==> config.mk <==
export PLATFORM = sky130hd
export DESIGN_NAME = ies_top
export DESIGN_NICKNAME = d
export VERILOG_FILES = /design/src/rtl/ies_top.v
export VERILOG_INCLUDE_DIRS = /design/src /design/src/rtl
export SDC_FILE = /design/constraint.sdc
export NUM_CORES = 1
export LEC_CHECK = 0
export ABC_AREA = 1
export BUFFER_PORTS_ARGS = -buffer_cell sky130_fd_sc_hd__buf_2
export CAP_MARGIN = 20
export CORE_ASPECT_RATIO = 2
export CORE_MARGIN = 2
export CORE_UTILIZATION = 33
export DETAILED_ROUTE_END_ITERATION = 8
export MAX_ROUTING_LAYER = met4
export PLACE_DENSITY = 0.69
export SYNTH_ARGS = -nofsm -noshare
export SYNTH_HDL_FRONTEND = slang
export SYNTH_SLANG_ARGS = --single-unit
==> constraint.sdc <==
create_clock -name ref_clk -period 1.66 [get_ports ref_clk]
set_clock_uncertainty 0.15 [all_clocks]
set_input_delay 0.332 -clock ref_clk [delete_from_list [all_inputs] [get_ports ref_clk]]
set_output_delay 0.332 -clock ref_clk [all_outputs]
set_load 0.05 [all_outputs]
==> src/rtl/ies_map.vh <==
// register map, field positions, reset values and timing for ies_top
`ifndef IES_MAP_VH
`define IES_MAP_VH
// register byte addresses
`define IES_ADDR_INT_ENABLE   8'h20
`define IES_ADDR_STATUS       8'h24
`define IES_ADDR_PIN_STATE    8'h28
// enable register fields
`define IES_BIT_DATA_READY_IRQ_ENABLE       7
`define IES_BIT_BUF_EN        6
`define IES_BIT_OT_EN         5
`define IES_BIT_WT_EN         4
`define IES_BIT_ORIENTATION_IRQ_ENABLE     3
`define IES_BIT_AUTO_SLEEP_IRQ_ENABLE       2
`define IES_BIT_BOOT_IRQ_DISABLE      1
`define IES_BIT_WAKE_OUT_EN   0
// source index of data-ready inside the six-wide flag vector
`define IES_DATA_READY_FLAG          5
// enable register reset values, strap low and strap high
`define IES_EN_RST_GND        8'h00
`define IES_EN_RST_VDD        8'h20
// system mode code for wake
`define IES_SYS_MODE_WAKE     2'b01
// clock rate and pulse widths
`define IES_CLK_MHZ           125
`define IES_MOT_PULSE_US      5000
`define IES_BOOT1_PULSE_US    10
`define IES_BOOT2_PULSE_US    1000
`endif

==> src/rtl/ies_top.v <==
// interrupt enable gating and interrupt pin signalling of a motion sensor
// Contract
// strap high: pin one pulses low open-drain
// strap high: repeat pulse each data period
// strap high: pin two carries boot only
// enable bits 7..2 gate six sources
// enable reset zero, or bit 5 with strap
// strap low: output read clears ready interrupt
// strap high: ready pulse fixed width, self-ending
// standby ends running ready pulse at once
// enables gate pins only, flags always set
// strap low: bit 1 keeps boot pulse off pins
// strap low: bit 0 shows wake level on pin
`timescale 1ns/1ps
`default_nettype none
`include "ies_map.vh"
module ies_top #(
  parameter integer CNT_W      = 20,
  parameter integer MOT_CYC    = `IES_MOT_PULSE_US * `IES_CLK_MHZ,
  parameter integer BOOT1_CYC  = `IES_BOOT1_PULSE_US * `IES_CLK_MHZ,
  parameter integer BOOT2_CYC  = `IES_BOOT2_PULSE_US * `IES_CLK_MHZ
) (
  input  wire        ref_clk,
  input  wire        rst,
  input  wire        hsel,
  input  wire [31:0] haddr,
  input  wire [1:0]  htrans,
  input  wire        hwrite,
  input  wire [2:0]  hsize,
  input  wire [31:0] hwdata,
  input  wire        hready,
  output wire        hreadyout,
  output wire        hresp,
  output reg  [31:0] hrdata,
  input  wire        boot_mode_strap,
  input  wire [5:0]  event_set,
  input  wire        out_reg_read,
  input  wire [7:0]  pin_route,
  input  wire        int_pol,
  input  wire [1:0]  sys_mode,
  input  wire        standby,
  input  wire        odr_tick,
  input  wire        boot_done,
  input  wire        irq_pin_one_in,
  output reg         irq_pin_one_out,
  output reg         irq_pin_one_oe,
  input  wire        irq_pin_two_in,
  output reg         irq_pin_two_out,
  output reg         irq_pin_two_oe
);

  // bus pipeline: address phase captured for the data phase
  reg        wr_pend_r;            // write waits for its data phase
  reg  [7:0] wr_addr_r;            // captured write address
  reg  [7:0] en_r;                 // interrupt enable register
  reg  [5:0] flag_r;               // sticky event flags
  reg  [CNT_W-1:0] mot_cnt_r;      // pin one pulse countdown
  reg        mot_drdy_r;           // running pulse is a data-ready one
  reg  [CNT_W-1:0] boot_cnt_r;     // boot pulse countdown
  reg        boot_pin_r;           // boot pulse goes to pin two
  wire       addr_ok;              // address phase accepted
  wire [5:0] flag_clr;             // flag clear requests this cycle
  wire [5:0] src_en;               // enable bits of the six sources
  wire [5:0] live1;                // pending and routed to pin one
  wire [5:0] live2;                // pending and routed to pin two
  wire       drdy_start;           // fresh data-ready pulse wanted
  wire       rep_start;            // periodic repeat pulse wanted
  wire       boot_on;              // boot pulse running
  wire       wake_lvl;             // wake indication, true while awake
  wire       strap_hi;             // strap tied to supply
  reg        p1_act;               // pin one active, push-pull mode
  reg        p2_act;               // pin two active, push-pull mode

  // single zero-wait slave, always OKAY
  assign hreadyout = 1'b1;
  assign hresp     = 1'b0;
  assign addr_ok   = hsel & htrans[1] & hready;
  assign strap_hi  = boot_mode_strap;
  assign src_en    = en_r[`IES_BIT_DATA_READY_IRQ_ENABLE:`IES_BIT_AUTO_SLEEP_IRQ_ENABLE];

  // write data phase and read data register
  always @(posedge ref_clk)
  begin
    if (rst)
    begin
      wr_pend_r <= 1'b0;
      wr_addr_r <= 8'h00;
      hrdata    <= 32'h0000_0000;
    end
    else
    begin
      wr_pend_r <= addr_ok & hwrite;
      if (addr_ok)
      begin
        wr_addr_r <= haddr[7:0];
      end
      if (addr_ok & ~hwrite)
      begin
        // read data is ready at the data phase edge
        if (haddr[7:0] == `IES_ADDR_INT_ENABLE)
        begin
          hrdata <= {24'h00_0000, en_r};
        end
        else if (haddr[7:0] == `IES_ADDR_STATUS)
        begin
          hrdata <= {24'h00_0000, flag_r, 1'b0, strap_hi};
        end
        else if (haddr[7:0] == `IES_ADDR_PIN_STATE)
        begin
          hrdata <= {28'h000_0000, irq_pin_two_oe, irq_pin_two_out,
                     irq_pin_one_oe, irq_pin_one_out};
        end
        else
        begin
          // unmapped reads as zero
          hrdata <= 32'h0000_0000;
        end
      end
    end
  end

  // enable register, reset value follows the strap
  always @(posedge ref_clk)
  begin
    if (rst)
    begin
      en_r <= strap_hi ? `IES_EN_RST_VDD : `IES_EN_RST_GND;
    end
    else if (wr_pend_r && wr_addr_r == `IES_ADDR_INT_ENABLE)
    begin
      en_r <= hwdata[7:0];
    end
  end

  // clear sources: write one to status, or output register read for data-ready
  assign flag_clr[`IES_DATA_READY_FLAG-1:0] =
    (wr_pend_r && wr_addr_r == `IES_ADDR_STATUS) ?
    hwdata[`IES_DATA_READY_FLAG+1:2] : 5'b0_0000;
  assign flag_clr[`IES_DATA_READY_FLAG] =
    out_reg_read |
    (wr_pend_r && wr_addr_r == `IES_ADDR_STATUS &&
     hwdata[`IES_DATA_READY_FLAG+2]);

  // sticky flags, set whatever the enables say, set beats clear
  genvar gi;
  generate
    for (gi = 0; gi < 6; gi = gi + 1)
    begin : g_flag
      always @(posedge ref_clk)
      begin
        if (rst)
        begin
          flag_r[gi] <= 1'b0;
        end
        else if (event_set[gi])
        begin
          flag_r[gi] <= 1'b1;
        end
        else if (flag_clr[gi])
        begin
          flag_r[gi] <= 1'b0;
        end
      end
    end
  endgenerate

  // pending sources split by route, a route bit of one picks pin two
  assign live1 = flag_r & src_en & ~pin_route[7:2];
  assign live2 = flag_r & src_en & pin_route[7:2];

  // strap high: fresh data-ready pulse on the event itself
  assign drdy_start = strap_hi & event_set[`IES_DATA_READY_FLAG] &
                      src_en[`IES_DATA_READY_FLAG] &
                      ~pin_route[`IES_BIT_DATA_READY_IRQ_ENABLE];
  // strap high: other pending sources on pin one pulse again each data period
  assign rep_start  = strap_hi & odr_tick &
                      (|live1[`IES_DATA_READY_FLAG-1:0]);

  // pin one pulse timer for the strapped mode
  always @(posedge ref_clk)
  begin
    if (rst | ~strap_hi)
    begin
      mot_cnt_r  <= {CNT_W{1'b0}};
      mot_drdy_r <= 1'b0;
    end
    else if (rep_start)
    begin
      // a repeat pulse restarts the width and is not cut by standby
      mot_cnt_r  <= MOT_CYC[CNT_W-1:0];
      mot_drdy_r <= 1'b0;
    end
    else if (drdy_start)
    begin
      mot_cnt_r  <= MOT_CYC[CNT_W-1:0];
      mot_drdy_r <= 1'b1;
    end
    else if (standby && mot_drdy_r)
    begin
      // entering standby cuts a data-ready pulse short
      mot_cnt_r  <= {CNT_W{1'b0}};
      mot_drdy_r <= 1'b0;
    end
    else if (mot_cnt_r != {CNT_W{1'b0}})
    begin
      // pulse ends on its own after the fixed width
      mot_cnt_r <= mot_cnt_r - {{(CNT_W-1){1'b0}}, 1'b1};
      if (mot_cnt_r == {{(CNT_W-1){1'b0}}, 1'b1})
      begin
        mot_drdy_r <= 1'b0;
      end
    end
  end

  // boot completion pulse, width and pin depend on the strap
  always @(posedge ref_clk)
  begin
    if (rst)
    begin
      boot_cnt_r <= {CNT_W{1'b0}};
      boot_pin_r <= 1'b0;
    end
    else if (boot_done && strap_hi)
    begin
      // strapped: always on pin two, disable bit ignored
      boot_cnt_r <= BOOT2_CYC[CNT_W-1:0];
      boot_pin_r <= 1'b1;
    end
    else if (boot_done && !en_r[`IES_BIT_BOOT_IRQ_DISABLE])
    begin
      boot_cnt_r <= BOOT1_CYC[CNT_W-1:0];
      boot_pin_r <= pin_route[`IES_BIT_BOOT_IRQ_DISABLE];
    end
    else if (boot_cnt_r != {CNT_W{1'b0}})
    begin
      boot_cnt_r <= boot_cnt_r - {{(CNT_W-1){1'b0}}, 1'b1};
    end
  end

  assign boot_on  = (boot_cnt_r != {CNT_W{1'b0}});
  assign wake_lvl = (sys_mode == `IES_SYS_MODE_WAKE);

  // push-pull activity of each pin when the strap is low
  always @*
  begin
    p1_act = (|live1) | (boot_on & ~boot_pin_r);
    p2_act = (|live2) | (boot_on & boot_pin_r);
    if (en_r[`IES_BIT_WAKE_OUT_EN])
    begin
      // wake state shown on the selected pin
      if (pin_route[`IES_BIT_WAKE_OUT_EN])
      begin
        p2_act = p2_act | wake_lvl;
      end
      else
      begin
        p1_act = p1_act | wake_lvl;
      end
    end
  end

  // registered pin drivers
  always @(posedge ref_clk)
  begin
    if (rst)
    begin
      irq_pin_one_out <= 1'b0;
      irq_pin_one_oe  <= 1'b0;
      irq_pin_two_out <= 1'b0;
      irq_pin_two_oe  <= 1'b0;
    end
    else if (strap_hi)
    begin
      // open-drain, low while a pulse runs, released otherwise
      irq_pin_one_out <= 1'b0;
      irq_pin_one_oe  <= (mot_cnt_r != {CNT_W{1'b0}});
      irq_pin_two_out <= 1'b0;
      irq_pin_two_oe  <= boot_on & boot_pin_r;
    end
    else
    begin
      // push-pull, active level from the polarity input
      irq_pin_one_out <= p1_act ? int_pol : ~int_pol;
      irq_pin_one_oe  <= 1'b1;
      irq_pin_two_out <= p2_act ? int_pol : ~int_pol;
      irq_pin_two_oe  <= 1'b1;
    end
  end

endmodule
`default_nettype wire

# Yosys cells after proc, flatten, opt, wreduce, memory -nomap -nowiden
# Index checks and enable logic that the tools add are counted.
word_totals:
  ff_bits: 101
  latch_bits: 0
  ram_bits: 0
  rom_bits: 0
  inputBits: 98
  out_inout_bits: 38
  wordCells: 127
  memories: 0
op_classes:
  add_sub_neg: 2
  multipliers: 0
  div: 0
  order_cmp: 0
  n_eq_ne: 7
  shifts: 0
  mux: 40
  bitwise_logic: 26
  n_reduce_logical: 31
ops:
  columns: ["op", "count"]
  rows:
  - ["$mux 20", 4]
  - ["$mux 17", 3]
  - ["$eq 8x6->1 const B", 5]
  - ["$reduce_bool 20->1", 2]
  - ["$sub 20x1->20 const B", 2]
  - ["$mux 8", 4]
  - ["$mux 1", 26]
  - ["$eq 20x1->1 const B", 1]
  - ["$and 6x6->6", 3]
  - ["$reduce_bool 2->1", 9]
  - ["$reduce_or 6->1", 2]
  - ["$and 1x1->1", 11]
  - ["$reduce_bool 3->1", 3]
  - ["$logic_and 1x1->1", 6]
  - ["$mux 6", 1]
  - ["$not 6->6", 1]
  - ["$or 1x1->1", 6]
  - ["$reduce_or 2->1", 3]
  - ["$mux 5", 1]
  - ["$not 1->1", 5]
  - ["$reduce_or 5->1", 1]
  - ["$mux 4", 1]
  - ["$reduce_bool 4->1", 1]
  - ["$reduce_or 4->1", 1]
  - ["4 further kinds", 4]

# Longest topological paths before layout
depth:
  word_depth: 8
  ltp_mapped: 10
  depth_no_buf: 10

# Worst setup path after synthesis
# Ideal clock, no wire load.
synth_timing:
  kind: "register to register"
  startpoint: "register boot_cnt_r[0]"
  endpoint: "register boot_cnt_r[14]"
  setup_ns: 0.132
  arrival_time_ns: 1.391
  required_ns: 1.378
  path_slack_ns: -0.013
  path_stages_with_launch: 9
  n_path_buf: 1
  synth_period_minus_slack_ns: 1.673
  path_cell_list: "dfxtp_1 inv_1 ha_1 nand2_1 nor2_4 nand3_4 buf_6 nand4_1 a21oi_1"
synth_between:
  elab_chain_len: 4
  word_cells_on_any_way: 6
  cone_classes: "add/sub: 1; mux: 3; reduce/logical: 2"
synth_rtl:
  columns: ["item", "line", "rtl"]
  rows:
  - ["start, declared", "ies_top.v:59", "reg [CNT_W-1:0] boot_cnt_r;"]
  - ["start signal, assigned", "ies_top.v:220", "boot_cnt_r <= {CNT_W{1'b0}};"]
  - ["start signal, assigned", "ies_top.v:226", "boot_cnt_r <= BOOT2_CYC[CNT_W-1:0];"]
  - ["start signal, assigned", "ies_top.v:231", "boot_cnt_r <= BOOT1_CYC[CNT_W-1:0];"]
  - ["$sub 20x1->20", "ies_top.v:236", "boot_cnt_r <= boot_cnt_r - {{(CNT_W-1){1'b0}}, 1'b1};"]
  - ["$mux 17", "ies_top.v:234", "else if (boot_cnt_r != {CNT_W{1'b0}})"]
  - ["$mux 17", "ies_top.v:229", "else if (boot_done && !en_r[`IES_BIT_BOOT_IRQ_DISABLE])"]
  - ["$mux 17", "ies_top.v:223", "else if (boot_done && strap_hi)"]
# Parallel ways exist; a longest one is shown, timed or not. The select of a mux whose other input is x is not followed.
# A chain may end at the register's enable or synchronous reset.

# Worst setup path after layout
layout_timing:
  startpoint: "register mot_cnt_r[1]"
  endpoint: "register mot_cnt_r[8]"
layout_between:
  elab_chain_len: 5
  word_cells_on_any_way: 7
  cone_classes: "add/sub: 1; mux: 4; reduce/logical: 2"
layout_rtl:
  columns: ["item", "line", "rtl"]
  rows:
  - ["start, declared", "ies_top.v:57", "reg [CNT_W-1:0] mot_cnt_r;"]
  - ["start signal, assigned", "ies_top.v:184", "mot_cnt_r <= {CNT_W{1'b0}};"]
  - ["start signal, assigned", "ies_top.v:190", "mot_cnt_r <= MOT_CYC[CNT_W-1:0];"]
  - ["start signal, assigned", "ies_top.v:195", "mot_cnt_r <= MOT_CYC[CNT_W-1:0];"]
  - ["$sub 20x1->20", "ies_top.v:207", "mot_cnt_r <= mot_cnt_r - {{(CNT_W-1){1'b0}}, 1'b1};"]
  - ["$mux 20", "ies_top.v:204", "else if (mot_cnt_r != {CNT_W{1'b0}})"]
  - ["$mux 20", "ies_top.v:198", "else if (standby && mot_drdy_r)"]
  - ["$mux 20", "ies_top.v:193", "else if (drdy_start)"]
  - ["$mux 20", "ies_top.v:187", "else if (rep_start)"]
# Parallel ways exist; a longest one is shown, timed or not. The select of a mux whose other input is x is not followed.

==> metrics <==
status completed; first-pass GRT wire length between 15,000 and 20,000 um; number of DRC markers in iteration 0 between 150 and 200; Buf/Inv on CP 1; CP required roughly 1700 ps; GRT Total Usage about 17%; post-route insts no fill ~900; synth top area cells dfxtp_1 32%, nor2_1 11%, nand2_1 10%; CP Class reg -> reg; sequential area share after synthesis a little under two fifths; dpl cells between 800 and 900; Synth-to-Final Area Change 26.7%; Finish-stage setup viols 0; Sequential Power Share about a quarter; H-tree levels 3; initial antenna violation count 0; area leader, netlist dfxtp_1; worst-path cell chain inv_1, ha_2, nand2_1, nor2_2, xnor2_1, nor2_1, nor2_1, nor2_1; vias per cell between 4 and 5; Pleak approximately 2.7 nW; hold_ws 53.0 ps; hold_buf cts 0; FF+latch count, synth 77; Detail Route Antenna Nets 0; starting density of the core approximately 33%; peak supply drop ~0.00076 V; antenna cell count 0; DP Wirelength approximately 9300 um; clock power share between 20% and 30%; maximum clock rate around 0.62 GHz; share of cells above drive strength 1 approximately 23%; top-area cell type share of the netlist area 32.1%; die area between 10,000 and 15,000 um^2; Worst-Skew Late Latency ~330 ps; Die Ht about 170 um; Tcrit/Tclk final 96.7%; fin crit period between 1500 and 2000 ps; Worst path slowest cell dfxtp_1; post-synth cell types 36; row count just under 60; CTS root buf clkbuf_16; Comb power frac 54.2%; drt total wl approximately 12,000 um; most frequent CP cell nor2_1; Critical Path Max Stage Delay about 310 ps; max-slew violations 0; Pwr Density 1810 nW/um^2; Crit path max-delay family simple AND/OR/NAND/NOR gates; Switching Share between 40% and 50%; Mapped Area approximately 4300 um^2; Internal 0.00549 W; max cap viols 0; IO buf count 55; Die Span X between 80 and 90 um; Setup crit end kind flop; crit path DAT about 1700 ps; Detailed Routing Iterations Pass 1 4; Switching Power about 0.0044 W; Hold Fails Final Rpt 0; WL/cell about 13 um; CTS tree done; CP max FO 5; largest net degree at the start of global routing 20; hold crit path type in -> reg; vias in the first global route roughly 4.3k; Num CTS Buffers 9; clock-pin slew on the worst setup and hold paths roughly 60 ps; Max Buffers Root-to-Sink 2; total gr overflow 0; CP startpoint kind flop; RSZ-0062 raised after global routing true; DRC Markers 0; Mapped Cells 636; Synth warnings 0; core area roughly 13,000 um^2; number of vias in the routed layout between 4k and 5k; Avg Cell Area, Syn a little under 7 um^2; Top Ports 136; Final nets about 850; CTS Sinks between 70 and 80; Final GP Congestion 0.953
[layer usage]
layer / up-vias / GRT usage (%) / wire length, um / share of wire (%)
li1: 2197 / - / - / -
met1: 1900 / 15.4 / 3900 / 34
met2: 148 / 33.3 / 6610 / 57
met3: 53 / 2.39 / 392 / 3.4
met4: 0 / 11.1 / 728 / 6.3
met5: - / - / 0 / 0
[final cells by class]
type / count / area [um^2]
clock inverters: 5 / 60.1
fillers: 1329 / 7460
multi-input cells: 469 / 2340
well taps: 152 / 190
flip-flops and latches: 77 / 1620
repair buffers: 111 / 728
clock buffers: 11 / 233
inverters: 77 / 290
[tightest hold or removal path: stages]
cell and delay (ps):
buf_2 80, a21oi_1 30, nor2_1 60
[final timing paths]
check,end,depth (start not counted),startpoint,slack (ps)
worst max-delay path,mot_cnt_r[8],8,mot_cnt_r[1],50
worst min register to register,wr_addr_r[3],2,wr_addr_r[3],300
worst max register to register,mot_cnt_r[8],8,mot_cnt_r[1],50
worst min-delay path,flag_r[2],3,event_set[2],50
[what timing repair did]
action,4_1_cts,5_1_grt
gates resized for setup,2,35
pin swaps,0,12
setup endpoints to repair,1,34
setup buffers,0,6
endpoints found under the hold margin,0,0
[layout by cell type, fill, tap and decap left out, types with 3 or more instances in the layout]
| cell type | Yosys | final |
|---|---|---|
| o21ai_0 | 18 | 17 |
| inv_1 | 76 | 73 |
| clkbuf_16 | 0 | 9 |
| xor2_1 | 8 | 8 |
| nand3_2 | 2 | 5 |
| xnor2_1 | 6 | 6 |
| or2_2 | 3 | 3 |
| nand3_1 | 74 | 70 |
| buf_4 | 26 | 52 |
| nor3_1 | 6 | 4 |
| nand2_2 | 1 | 4 |
| buf_2 | 2 | 55 |
| nor2_1 | 128 | 116 |
| inv_2 | 0 | 3 |
| nand2_1 | 117 | 113 |
| nor2_2 | 8 | 16 |
| conb_1 | 2 | 26 |
| edfxtp_1 | 8 | 8 |
| nor2_4 | 2 | 6 |
| a21oi_1 | 36 | 36 |
| nand3b_1 | 6 | 6 |
| dfxtp_1 | 69 | 69 |
| nand4_1 | 12 | 12 |
[stage by stage]
stage	total power (W)	util, %	setup slack, ps	TNS (ps)	cell area (um^2)
after floorplan	0.00623	-	13.9	0	4400
after global placement	0.00733	38.7	22.6	0	5000
after detailed placement	0.00740	38.7	-5.63	-5.63	5000
after CTS	0.00947	41.0	0.00910	0	5300
after global routing	0.0108	42.3	-24.7	-51.5	5460
final	0.00987	42.3	54.0	0	5460
[cells in the mapped netlist]
cell type,n
a21oi_1,36
nand3_1,74
nor4_4,1
nor3b_1,1
xnor2_1,6
o21ai_1,1
ha_1,4
buf_6,4
buf_2,2
nor2_1,128
o211ai_1,1
nor2_2,8
inv_1,76
nor3_4,1
clkinv_2,1
nand2_2,1
or2_2,3
buf_4,26
nand4_1,12
nand3_2,2
a21o_1,1
nor3_2,1
nor2_4,2
or2_0,1
nand3b_1,6
edfxtp_1,8
o21ai_0,18
a211oi_1,2
nand3_4,1
nand2_1,117
clkbuf_1,5
conb_1,2
or2_1,1
xor2_1,8
nor3_1,6
dfxtp_1,69
[power groups by stage]
stage	Sequential (W)	Combinational, W	Clock (W)
2_1_floorplan	0.00257	0.00366	0
3_3_place_gp	0.00256	0.00477	0
3_5_place_dp	0.00257	0.00483	0
4_1_cts	0.00253	0.00494	0.00200
5_1_grt	0.00260	0.00606	0.00210
6_report	0.00255	0.00535	0.00197
[logic make-up after synthesis]
group | share of synthesized area, %
compound gates | 7.08
xor+xnor | 2.85
fa+ha+maj | 1.16
buf+inv | 13.0
flops | 37.6
other cells | 0.174
simple gates | 38.1
[state kept, by name (all words and copies together) (netlist names)]
name and count:
irq_pin_one_oe 1, boot_pin_r 1, irq_pin_two_out 1, en_r 8, irq_pin_one_out 1, hrdata 8
mot_drdy_r 1, wr_pend_r 1, boot_cnt_r 20, mot_cnt_r 20, irq_pin_two_oe 1, wr_addr_r 8
flag_r 6
No activity file was read; power rests on OpenSTA's default activity.
